## src/design/rx_pkg.sv

```systemverilog
// constants, offsets and types of the synchronous master receiver
package rx_pkg;

  // ==========================================================
  // register port
  typedef logic [2:0] addr_t;
  typedef logic [7:0] byte_t;

  localparam addr_t ADR_STATUS_CONTROL = 3'h0;
  localparam addr_t ADR_DATA_PORT = 3'h1;
  localparam addr_t ADR_DIVISOR_LOW = 3'h2;
  localparam addr_t ADR_DIVISOR_HIGH = 3'h3;
  localparam addr_t ADR_MODE = 3'h4;
  localparam addr_t ADR_IRQ = 3'h5;

  // ==========================================================
  // receive_status_control fields
  localparam int PORT_ENABLE_BIT = 7;
  localparam int NINE_BIT_BIT = 6;
  localparam int SINGLE_RX_BIT = 5;
  localparam int CONT_RX_BIT = 4;
  localparam int ADDR_DETECT_BIT = 3;
  localparam byte_t STATUS_CONTROL_RESET = 8'h00;

  // mode register fields
  localparam int SYNC_MODE_BIT = 0;
  localparam int MASTER_SEL_BIT = 1;
  localparam int POLARITY_BIT = 2;
  localparam int WIDE_DIV_BIT = 3;
  localparam int HIGH_SPEED_BIT = 4;
  localparam byte_t MODE_RESET = 8'h00;

  // irq register fields
  localparam int IRQ_ENABLE_BIT = 0;
  localparam int IRQ_FLAG_BIT = 1;

  // divisor reset values
  localparam byte_t DIVISOR_RESET = 8'h00;

  // ==========================================================
  // character shape and buffer
  localparam logic [3:0] LAST_BIT_8 = 4'h7;
  localparam logic [3:0] LAST_BIT_9 = 4'h8;
  localparam logic [1:0] FIFO_FULL = 2'h2;

  // shift engine states
  typedef enum logic [2:0] {
    ST_IDLE = 3'b001,
    ST_LEAD = 3'b010,
    ST_TRAIL = 3'b100
  } rx_state_t;

endpackage

```

## src/design/baud_tick_gen.sv

```systemverilog
// baud divider giving one-cycle half-bit ticks while run is high, held at the reload value otherwise
module baud_tick_gen (
  input wire logic clk,
  input wire logic rst_b,
  input wire logic run,
  input wire logic reload,
  input wire logic wide,
  input wire rx_pkg::byte_t div_low,
  input wire rx_pkg::byte_t div_high,
  output logic tick
);
  import rx_pkg::*;

  typedef struct packed {
    logic [15:0] count;
    logic tick;
  } baud_regs_t;

  baud_regs_t q;
  baud_regs_t d;
  logic [15:0] load;

  // ==========================================================
  // reload value: 8 or 16 bit divisor
  always_comb begin
    load = wide ? {div_high, div_low} : {8'h00, div_low};
    d = q;
    d.tick = 1'b0;
    if (!run || reload) begin
      d.count = load;
    end else if (q.count == 16'h0000) begin
      d.count = load;
      d.tick = 1'b1;
    end else begin
      d.count = q.count - 16'h0001;
    end
  end

  always_ff @(posedge clk) begin
    if (!rst_b) begin
      q <= '0;
    end else begin
      q <= d;
    end
  end

  assign tick = q.tick;
endmodule

```

## src/design/bit_sync.sv

```systemverilog
// two flip-flop synchroniser for one pin level
module bit_sync (
  input wire logic clk,
  input wire logic rst_b,
  input wire logic pin,
  output logic level
);
  import rx_pkg::*;

  typedef struct packed {
    logic meta;
    logic stable;
  } sync_regs_t;

  sync_regs_t q;
  sync_regs_t d;

  // ==========================================================
  // first stage feeds only the second
  always_comb begin
    d = q;
    d.meta = pin;
    d.stable = q.meta;
  end

  always_ff @(posedge clk) begin
    if (!rst_b) begin
      q <= '0;
    end else begin
      q <= d;
    end
  end

  assign level = q.stable;
endmodule

```

## src/design/sync_master_serial_receiver.sv

```systemverilog
// receive path of a serial port running as synchronous master
// ==========================================================
// Notes on behaviour
// - master receive only with sync mode, port enable, master select
// - interrupt enable plus complete flag give a receive interrupt
// - reception starts on single or continuous receive enable
// - complete flag sets once a character sits in the buffer
// - interrupt request is complete flag and interrupt enable
// - data port shows low eight bits of the oldest character
// - clearing continuous receive or port enable clears overrun
// - bit 7 port enable; zero holds the port in reset
// - bit 6 selects nine-bit characters, else eight
// - bit 5 single receive, ignored outside synchronous mode
// - single receive fetches exactly one character
// - status layout 7..0, top five writable, all reset zero
// - continuous receive overrides single receive until cleared
// - single receive clears itself after its character
// - third character with two buffered sets overrun, data kept
module sync_master_serial_receiver (
  input wire logic clk,
  input wire logic rst_b,
  input wire rx_pkg::addr_t addr,
  input wire logic wr_en,
  input wire logic rd_en,
  input wire rx_pkg::byte_t wr_data,
  output rx_pkg::byte_t rd_data,
  input wire logic receive_data_pin,
  output logic transmit_clock_pin_out,
  output logic transmit_clock_pin_oe_b,
  output logic rx_irq
);
  import rx_pkg::*;

  // ==========================================================
  // state
  typedef struct packed {
    logic port_enable;
    logic nine_bit_receive_select;
    logic single_receive_enable;
    logic continuous_receive_enable;
    logic address_detect_enable;
    logic overrun_error_flag;
    byte_t baud_divisor_low;
    byte_t baud_divisor_high;
    logic sync_mode_select;
    logic clock_source_master_select;
    logic clock_polarity_select;
    logic wide_divisor_select;
    logic high_speed_divisor_select;
    logic receive_interrupt_enable;
    rx_state_t st;
    logic [3:0] bit_count;
    logic [8:0] shift;
    logic [1:0][8:0] fifo;
    logic rd_ptr;
    logic [1:0] count;
    logic ck;
    byte_t rdata;
  } rx_regs_t;

  rx_regs_t q;
  rx_regs_t d;
  logic data_level;
  logic tick;
  logic mode_ok;
  logic active;
  logic receive_complete_flag;
  logic [8:0] top;
  logic [8:0] char_in;
  logic [3:0] last_bit;
  logic char_done;
  logic push;
  logic pop;
  logic wr_idx;
  logic div_reload;

  // ==========================================================
  // pin synchroniser and baud divider
  bit_sync u_data_sync (
    .clk(clk),
    .rst_b(rst_b),
    .pin(receive_data_pin),
    .level(data_level)
  );

  // divisor writes restart the divider at once
  assign div_reload = wr_en &&
    (addr == ADR_DIVISOR_LOW || addr == ADR_DIVISOR_HIGH);

  baud_tick_gen u_baud (
    .clk(clk),
    .rst_b(rst_b),
    .run(active || q.st != ST_IDLE),
    .reload(div_reload),
    .wide(q.wide_divisor_select),
    .div_low(q.baud_divisor_low),
    .div_high(q.baud_divisor_high),
    .tick(tick)
  );

  // ==========================================================
  // derived terms
  assign mode_ok = q.sync_mode_select && q.port_enable &&
    q.clock_source_master_select;
  assign active = mode_ok && !q.overrun_error_flag &&
    (q.continuous_receive_enable || q.single_receive_enable);
  assign receive_complete_flag = q.count != 2'h0;
  assign top = q.fifo[q.rd_ptr];
  assign wr_idx = q.rd_ptr ^ q.count[0];
  assign last_bit = q.nine_bit_receive_select ? LAST_BIT_9
    : LAST_BIT_8;
  assign char_in = q.nine_bit_receive_select ? q.shift
    : {1'b0, q.shift[8:1]};

  // ==========================================================
  // next state
  always_comb begin
    d = q;
    d.rdata = 8'h00;
    char_done = 1'b0;
    push = 1'b0;
    pop = 1'b0;
    // register writes
    if (wr_en) begin
      unique case (addr)
        ADR_STATUS_CONTROL: begin
          d.port_enable = wr_data[PORT_ENABLE_BIT];
          d.nine_bit_receive_select = wr_data[NINE_BIT_BIT];
          d.single_receive_enable = wr_data[SINGLE_RX_BIT];
          d.continuous_receive_enable = wr_data[CONT_RX_BIT];
          d.address_detect_enable = wr_data[ADDR_DETECT_BIT];
          if (!wr_data[CONT_RX_BIT]) begin
            d.overrun_error_flag = 1'b0;
          end
        end
        ADR_DIVISOR_LOW: d.baud_divisor_low = wr_data;
        ADR_DIVISOR_HIGH: d.baud_divisor_high = wr_data;
        ADR_MODE: begin
          d.sync_mode_select = wr_data[SYNC_MODE_BIT];
          d.clock_source_master_select = wr_data[MASTER_SEL_BIT];
          d.clock_polarity_select = wr_data[POLARITY_BIT];
          d.wide_divisor_select = wr_data[WIDE_DIV_BIT];
          d.high_speed_divisor_select = wr_data[HIGH_SPEED_BIT];
        end
        ADR_IRQ: d.receive_interrupt_enable = wr_data[IRQ_ENABLE_BIT];
        default: ;
      endcase
    end
    // register reads, answer in the next cycle only
    if (rd_en) begin
      unique case (addr)
        ADR_STATUS_CONTROL: begin
          d.rdata = {q.port_enable, q.nine_bit_receive_select,
            q.single_receive_enable, q.continuous_receive_enable,
            q.address_detect_enable, 1'b0, q.overrun_error_flag,
            top[8]};
        end
        ADR_DATA_PORT: begin
          d.rdata = top[7:0];
          pop = receive_complete_flag;
          // overrun from single receive clears on a data read
          if (!q.continuous_receive_enable) begin
            d.overrun_error_flag = 1'b0;
          end
        end
        ADR_DIVISOR_LOW: d.rdata = q.baud_divisor_low;
        ADR_DIVISOR_HIGH: d.rdata = q.baud_divisor_high;
        ADR_MODE: begin
          d.rdata = {3'h0, q.high_speed_divisor_select,
            q.wide_divisor_select, q.clock_polarity_select,
            q.clock_source_master_select, q.sync_mode_select};
        end
        ADR_IRQ: begin
          d.rdata = {6'h00, receive_complete_flag,
            q.receive_interrupt_enable};
        end
        default: d.rdata = 8'h00;
      endcase
    end
    // idle clock follows the polarity select at once
    if (q.st == ST_IDLE) begin
      d.ck = q.clock_polarity_select;
    end
    // shift engine: leading edge, sample on trailing edge
    if (!active && q.st != ST_IDLE && !q.overrun_error_flag) begin
      d.st = ST_IDLE;
      d.ck = q.clock_polarity_select;
    end else if (tick) begin
      unique case (q.st)
        ST_IDLE: begin
          if (active) begin
            d.st = ST_LEAD;
            d.ck = !q.clock_polarity_select;
            d.bit_count = 4'h0;
          end else begin
            d.ck = q.clock_polarity_select;
          end
        end
        ST_LEAD: begin
          d.shift = {data_level, q.shift[8:1]};
          d.ck = q.clock_polarity_select;
          d.st = ST_TRAIL;
        end
        ST_TRAIL: begin
          if (q.bit_count == last_bit) begin
            char_done = 1'b1;
            d.st = ST_IDLE;
          end else begin
            d.bit_count = q.bit_count + 4'h1;
            d.ck = !q.clock_polarity_select;
            d.st = ST_LEAD;
          end
        end
      endcase
    end
    // character placement or overrun, set wins over clear
    if (char_done) begin
      if (q.count == FIFO_FULL && !pop) begin
        d.overrun_error_flag = 1'b1;
      end else begin
        push = 1'b1;
        d.fifo[wr_idx] = char_in;
      end
      if (q.single_receive_enable && !q.continuous_receive_enable) begin
        d.single_receive_enable = 1'b0;
      end
    end
    // buffer pointers
    if (pop) begin
      d.rd_ptr = !q.rd_ptr;
    end
    d.count = q.count + {1'b0, push} - {1'b0, pop};
    // disabled port is held in reset
    if (!q.port_enable) begin
      d.st = ST_IDLE;
      d.bit_count = 4'h0;
      d.count = 2'h0;
      d.rd_ptr = 1'b0;
      d.overrun_error_flag = 1'b0;
      d.ck = q.clock_polarity_select;
    end
  end

  // ==========================================================
  // state register
  always_ff @(posedge clk) begin
    if (!rst_b) begin
      q <= '0;
      q.st <= ST_IDLE;
    end else begin
      q <= d;
    end
  end

  // ==========================================================
  // outputs
  assign rd_data = q.rdata;
  assign transmit_clock_pin_out = q.ck;
  assign transmit_clock_pin_oe_b = !mode_ok;
  assign rx_irq = receive_complete_flag &&
    q.receive_interrupt_enable;
endmodule

```

## config.mk

```make
export PLATFORM = sky130hd
export DESIGN_NAME = sync_master_serial_receiver
export DESIGN_NICKNAME = d
export VERILOG_FILES = /design/src/design/rx_pkg.sv /design/src/design/baud_tick_gen.sv /design/src/design/bit_sync.sv /design/src/design/sync_master_serial_receiver.sv
export SDC_FILE = /design/constraint.sdc
export NUM_CORES = 1
export LEC_CHECK = 0
export ABC_AREA = 1
export BUFFER_PORTS_ARGS = -buffer_cell sky130_fd_sc_hd__buf_4
export CORE_ASPECT_RATIO = 1.1
export CORE_UTILIZATION = 45
export CTS_BUF_LIST = sky130_fd_sc_hd__clkbuf_16
export CTS_CLUSTER_SIZE = 16
export DETAILED_ROUTE_END_ITERATION = 6
export GPL_ROUTABILITY_DRIVEN = 1
export GPL_TIMING_DRIVEN = 0
export PLACE_DENSITY = 0.73
export SETUP_SLACK_MARGIN = 0.05
export SYNTH_ARGS = -nofsm -noshare
export SYNTH_HDL_FRONTEND = slang
export SYNTH_SLANG_ARGS = --single-unit
```

## constraint.sdc

```tcl
create_clock -name clk -period 2.82 [get_ports clk]
set_input_delay 0.705 -clock clk [delete_from_list [all_inputs] [get_ports clk]]
set_output_delay 0.705 -clock clk [all_outputs]
set_load 0.005 [all_outputs]
```

==> impl_metrics.py, run 1 <==
metrics = {
    "yosys": {
        "synth.area.top_cells": "dfxtp_1 40%, nand2_1 12%, inv_1 7.4%, a21oi_1 6.7%, nor2_1 6.3%",
        "synth_fp_nets": 699,
        "synth-simple-area-share": 0.282,
        "netlist_area_um2": 4670,
        "synth_common_cells": "144 x nand2_1, 93 x dfxtp_1, 92 x inv_1",
        "async_reset_ff_frac": 0,
        "avgSynthCellArea_um2": 6.89,
        "synth.most_common_cell": "nand2_1",
        "yosysSeqAreaShare": 0.398,
        "synth_seq_cells": 93,
        "ys.flop_type": "dfxtp_1",
        "synthCells": 678,
        "synth_mux_area_frac": 0.00241,
        "synth_edf_count": 0,
        "synth_top_family_by_area": "simple AND/OR/NAND/NOR gates",
        "synth_top_area_cell": "dfxtp_1",
        "synth_top_area_share": 0.398,
        "synth.distinct_cells": 39,
        "synth_fa_ha_area_frac": 0.0134,
        "synth-xor-area-share": 0.0316,
        "yosys_warnings": 0,
        "synth-compound-area-share": 0.157,
    },
    "sta": {
        "tns_ns": 0,
        "fin_worst_skew_ns": 0.00648,
        "grt_setup_unrepaired": "no",
        "maxSlewViolCount": 0,
        "period_share": 0.882,
        "relSlewSlack": 0.573,
        "hold_violations": 0,
        "finalCriticalPeriod_ns": 2.49,
        "fmax_mhz": 402,
        "tightest_slew_ns": 0.638,
        "setup_viol_count_final": 0,
    },
    "floorplanning": {
        "dieArea_um2": 10800,
        "initial_core_util": 0.468,
        "die_h_um": 109,
        "core-area_um2": 9980,
        "rows": 38,
        "die_x_um": 99.2,
        "io_pins": 27,
    },
    "critical_path": {
        "slowest_stage": "nor3_4",
        "rrSetupSlack_ns": 0.42,
        "cp-start-kind": "input pin",
        "worstPathRequired_ns": 3.09,
        "end_kind": "flop",
        "crit_chain": "buf_4 -> nor3_4 -> nand2_2 -> nand2_4 -> buf_2 -> nand2_1 -> ha_1 -> inv_1 -> ha_1 -> or2_2 -> a21oi_1",
        "crit_type": "input pin to flop",
        "crit_fanout": 10,
        "arrival_ns": 2.76,
        "max_stage_delay_ns": 0.38,
        "cp_common_cell": "ha_1",
    },
    "route": {
        "drc": 0,
        "routedWlPerCell_um": 14.0,
        "ant_nets": 0,
        "drtIter0Drc": 226,
        "num_vias": 4368,
        "drt-pass1-iter-count": 5,
        "via_per_inst": 5.21,
        "drt-total-wl_mm": 11.8,
    },
    "run_status": {
        "status": "finished, final reports clean",
    },
    "global_route": {
        "grt.total_usage": 0.237,
        "grt_overflow": 0,
        "use_met2": 0.422,
        "grt.busiest_layer": "met2",
        "grt_start_max_net_pins": 15,
        "grt_pass1_vias": 4169,
        "antenna_found_initial": 0,
        "grt_pass1_wl_mm": 19.8,
        "gr-usage-met3": 0.0442,
        "use_met1": 0.282,
    },
    "run": {
        "maxCapViolCount": 0,
    },
    "cells_and_area": {
        "diodes": 0,
        "stdcell_area_um2": 5270,
        "nets": 735,
        "area_growth_pct": 12.8,
        "drive_above_1_share": 0.114,
    },
    "clock_network": {
        "clockBufferDepth": 2,
        "clk_latency_ns": 0.34,
        "cts-htree-levels": 3,
        "cts_tree": "done",
        "clock-sinks": 93,
        "ctsResizeCount": 0,
        "post_cts_buffers": 0,
        "clk_pin_slew_ns": 0.06,
        "cts_hold_buf": 0,
        "cts_made_buffers": 9,
        "root_buffer": "clkbuf_16",
    },
    "place": {
        "io_buffers": 25,
        "dpl_cell_area_um2": 5010,
        "hpwl_mm": 9.00,
        "gp_congestion": 0.938,
    },
    "power": {
        "powerDensity_nw_per_um2": 495,
        "leakage_nw": 2.20,
        "max-vdd-ir-drop_mv": 0.306,
    },
    "hold_path": {
        "worstHoldPathType": "flop to flop",
    },
}
kinds of logic after synthesis:
| group | Yosys count |
|---|---|
| fa+ha+maj | 5 |
| flops | 93 |
| compound gates | 139 |
| mux | 1 |
| buf+inv | 129 |
| xor+xnor | 16 |
| simple gates | 295 |
flip-flops by register name, summed over array words and instances (netlist names):
name / flops
rd_data: 8
transmit_clock_pin_out: 1
u_baud.q: 16
q: 65
u_data_sync.d: 1
u_data_sync.level: 1
u_baud.tick: 1
stage by stage:
stage	util	std cells	power (W)	worst slack [ns]	hold WS [ns]
floorplan	-	678	0.00148	0.378	0.390
global placement	0.502	823	0.00155	0.0251	0.401
detailed placement	0.502	823	0.00155	0.00230	0.406
CTS	0.528	839	0.00262	0.342	0.423
global route	0.528	839	0.00270	0.185	0.465
finish	0.528	839	0.00261	0.331	0.420
worst max-delay path, delay by kind of cell:
kind | cells | cell delay [ns]
and+or+nand+nor | 5 | 1.08
adders and majority gates | 2 | 0.45
buffers and inverters | 3 | 0.42
AOI/OAI and AO/OA | 1 | 0.11
cell usage in the layout, fill, tap and decap left out, types with 7 or more instances in the layout:
cell,count
o21ai_1,8
nor2_1,79
buf_4,34
nand3_1,28
nand4_1,21
a21oi_1,63
nand2_1,144
o21ai_0,53
clkbuf_1,10
inv_1,94
dfxtp_1,93
xor2_1,10
inv_2,7
buf_2,7
clkbuf_16,9
final timing paths:
| path | endpoint | depth (start not counted) | from |
|---|---|---|---|
| worst max register to register | q[10] | 14 | q[72] |
| worst min-delay path | u_data_sync.level | 2 | u_data_sync.d[0] |
| worst min register to register | u_data_sync.level | 2 | u_data_sync.d[0] |
| worst max-delay path | q[10] | 11 | addr[1] |
where the power goes:
part	internal, W	total (W)	switching (W)	leakage [nW]
sequential	0.00133	0.00134	0.00000975	0.751
clock	0.000583	0.00108	0.000502	0.129
combinational	0.0000615	0.000185	0.000123	1.32
per-layer routing:
| layer | vias to the layer above | share of wire |
|---|---|---|
| met1 | 1990 | 0.44 |
| li1 | 2246 | - |
| met4 | 0 | 0.027 |
| met3 | 25 | 0.049 |
| met2 | 107 | 0.49 |
| met5 | - | 0 |
final cells by class:
type | instances | area, um2
timing repair buffer | 25 | 188
clock inverter | 7 | 35.0
multi-input combinational | 456 | 2280
buffer | 30 | 163
inverter | 99 | 372
tap | 120 | 150
sequential | 93 | 1860
clock buffer | 9 | 225
fill | 979 | 4710
(Power assumes the default switching activity.)
==> run 2: changes to the inputs <==
--- a/config.mk
+++ b/config.mk
@@ -5,7 +5,6 @@
 export SDC_FILE = /design/constraint.sdc
 export NUM_CORES = 1
 export LEC_CHECK = 0
-export ABC_AREA = 1
 export BUFFER_PORTS_ARGS = -buffer_cell sky130_fd_sc_hd__buf_4
 export CORE_ASPECT_RATIO = 1.1
 export CORE_UTILIZATION = 45
==> run 2 against run 1 <==
Net effect: largest cell class unchanged; worst setup slack got worse by 0.036 ns; synthesized area decreased by 0.94%; register-to-register slack lost 0.12 ns; combinational power is 16% lower.
==> impl_metrics.py, run 2 <==
metrics = {
    "run_status": {
        "status": "finished, final reports clean",
    },
    "cells_and_area": {
        "final_core_util": 0.529,
        "area_growth_pct": 13.6,
        "stdcell_area_um2": 5260,
        "drive_above_1_share": 0.150,
        "fillers": 914,
        "final_common_cell": "dfxtp_1",
        "regArea_um2": 1860,
        "largest_reg_flops": 65,
        "final_cell_mix": "93 x dfxtp_1, 92 x nand2_1, 47 x mux2i_1",
        "nets": 576,
        "diodes": 0,
        "top_register": "q",
        "multi_input_area_um2": 2540,
    },
    "power": {
        "swShare": 0.230,
        "switchingPower_w": 0.000619,
        "power_frac_clock": 0.447,
        "intPower_w": 0.00208,
        "pwr-share-comb": 0.057,
        "sequentialPowerShare": 0.496,
        "powerDensity_nw_per_um2": 512,
        "max-vdd-ir-drop_mv": 0.346,
        "leakage_nw": 2.21,
    },
    "place": {
        "gp_congestion": 0.906,
        "io_buffers": 24,
        "hpwl_mm": 8.02,
        "dpl_cell_area_um2": 4960,
    },
    "yosys": {
        "synth_common_cells": "93 x dfxtp_1, 92 x nand2_1, 47 x mux2i_1",
        "synthCells": 520,
        "synth.area.top_cells": "dfxtp_1 40%, mux2i_1 10%, nand2_1 7.5%, a21boi_0 3.6%, mux2_2 3.2%",
        "async_reset_ff_frac": 0,
        "synth_fp_nets": 541,
        "avgSynthCellArea_um2": 8.90,
        "yosys_warnings": 0,
        "netlist_area_um2": 4630,
        "synth.most_common_cell": "dfxtp_1",
        "synth_seq_cells": 93,
        "synth.distinct_cells": 56,
        "ys.flop_type": "dfxtp_1",
        "yosysSeqAreaShare": 0.402,
        "synth_top_area_share": 0.402,
        "synth_edf_count": 0,
        "synth_top_area_cell": "dfxtp_1",
    },
    "clock_network": {
        "clock-sinks": 93,
        "clk_pin_slew_ns": 0.06,
        "clockBufferDepth": 2,
        "cts_tree": "done",
        "cts_made_buffers": 9,
        "clk_latency_ns": 0.34,
        "root_buffer": "clkbuf_16",
        "cts_hold_buf": 0,
        "post_cts_buffers": 0,
        "ctsResizeCount": 0,
        "cts-htree-levels": 3,
    },
    "critical_path": {
        "path_buf_inv": 1,
        "crit_fanout": 6,
        "slowest_stage": "dfxtp_1",
        "cp-start-kind": "flop",
        "end_kind": "flop",
        "arrival_ns": 2.74,
        "cp_common_cell": "ha_1",
        "worstPathRequired_ns": 3.04,
        "max_stage_delay_ns": 0.48,
        "critPathTopFamily": "simple AND/OR/NAND/NOR gates",
        "crit_chain": "nand3_1 -> o211a_4 -> nor3_4 -> nand2_1 -> ha_1 -> inv_1 -> ha_1 -> xor2_1 -> xnor2_1 -> nor2_1",
        "crit_type": "flop to flop",
    },
    "sta": {
        "fmax_mhz": 396,
        "tightest_slew_ns": 0.603,
        "tns_ns": 0,
        "setup_viol_count_final": 0,
        "hold_violations": 0,
        "grt_setup_unrepaired": "no",
        "relSlewSlack": 0.596,
        "period_share": 0.895,
        "maxSlewViolCount": 0,
        "finalCriticalPeriod_ns": 2.52,
        "fin_worst_skew_ns": 0.00993,
    },
    "route": {
        "drtIter0Drc": 344,
        "drt-total-wl_mm": 10.7,
        "drc": 0,
        "num_vias": 3801,
        "via_per_inst": 5.59,
        "drt-pass1-iter-count": 5,
        "ant_nets": 0,
        "routedWlPerCell_um": 15.8,
    },
    "floorplanning": {
        "initial_core_util": 0.466,
        "rows": 38,
        "die_x_um": 98.7,
        "core-area_um2": 9940,
        "dieArea_um2": 10700,
        "io_pins": 27,
        "die_h_um": 108,
    },
    "global_route": {
        "grt_start_max_net_pins": 17,
        "grt_overflow": 0,
        "grt.total_usage": 0.211,
        "antenna_found_initial": 0,
        "grt_pass1_wl_mm": 17.5,
        "grt_pass1_vias": 3626,
    },
    "hold_path": {
        "worstHoldPathType": "flop to flop",
    },
    "run": {
        "maxCapViolCount": 0,
    },
}
-- run 2: cell count changes after synthesis, moves of 18 or more --
cell / change
inv_1: -84
mux2i_1: +47
nor2b_1: +20
nor2_1: -53
o21ai_0: -47
a21oi_1: -51
a21boi_0: +22
nand4_1: -18
nand2_1: -52
-- run 2: power groups by stage --
stage                     clock, W  sequential, W  combinational (W)
after detailed placement         0        0.00137           0.000152
after CTS                  0.00123        0.00134           0.000154
after floorplan                  0        0.00136          0.0000980
final                      0.00120        0.00134           0.000155
after global placement           0        0.00137           0.000150
after global routing       0.00129        0.00134           0.000170
-- run 2: worst paths after layout --
path | from | endpoint | slack, ns | cells after the start
max | q[73] | q[10] | 0.30 | 10
min | u_data_sync.d[0] | u_data_sync.level | 0.44 | 1
max reg2reg | q[73] | q[10] | 0.30 | 10
min reg2reg | u_data_sync.d[0] | u_data_sync.level | 0.44 | 1
-- run 2: per-stage QoR --
stage	worst slack, ns	std cells	hold slack, ns	total power (W)
floorplan	0.591	520	0.412	0.00146
global placement	0.315	664	0.426	0.00152
detailed placement	0.294	664	0.426	0.00152
CTS	0.309	680	0.447	0.00272
global route	0.101	680	0.472	0.00280
finish	0.295	680	0.439	0.00269
-- run 2: final cells by class --
| class | instances | area share |
|---|---|---|
| Clock inverter | 7 | 0.0138 |
| Inverter | 8 | 0.00571 |
| Tap cell | 120 | 0.0286 |
| Timing Repair Buffer | 24 | 0.0343 |
| Clock buffer | 9 | 0.0428 |
| Sequential cell | 93 | 0.354 |
| Buffer | 37 | 0.0378 |
| Multi-Input combinational cell | 382 | 0.483 |
-- run 2: worst register-to-register path, delay by kind of cell (launching register included) --
kind	cells	cell delay, ns
adder cells (fa/ha/maj)	2	0.41
buffers and inverters	1	0.06
XOR/XNOR	2	0.33
AO/OA/AOI/OAI	1	0.37
AND/OR/NAND/NOR	4	0.77
flip-flops	1	0.48
-- run 2: cell families after synthesis --
family | Yosys count | share of synthesized area
compound gates | 87 | 0.136
fa+ha+maj | 5 | 0.0135
simple gates | 213 | 0.233
mux | 60 | 0.133
buf+inv | 45 | 0.0495
flops | 93 | 0.402
xor+xnor | 17 | 0.0322
-- run 2: routing by layer --
metal,up-vias,global-route usage,share of wire
met3,28,0.0420,0.043
met5,-,0,0
met2,101,0.353,0.47
met1,1782,0.259,0.45
li1,1890,-,-
met4,0,0.108,0.034
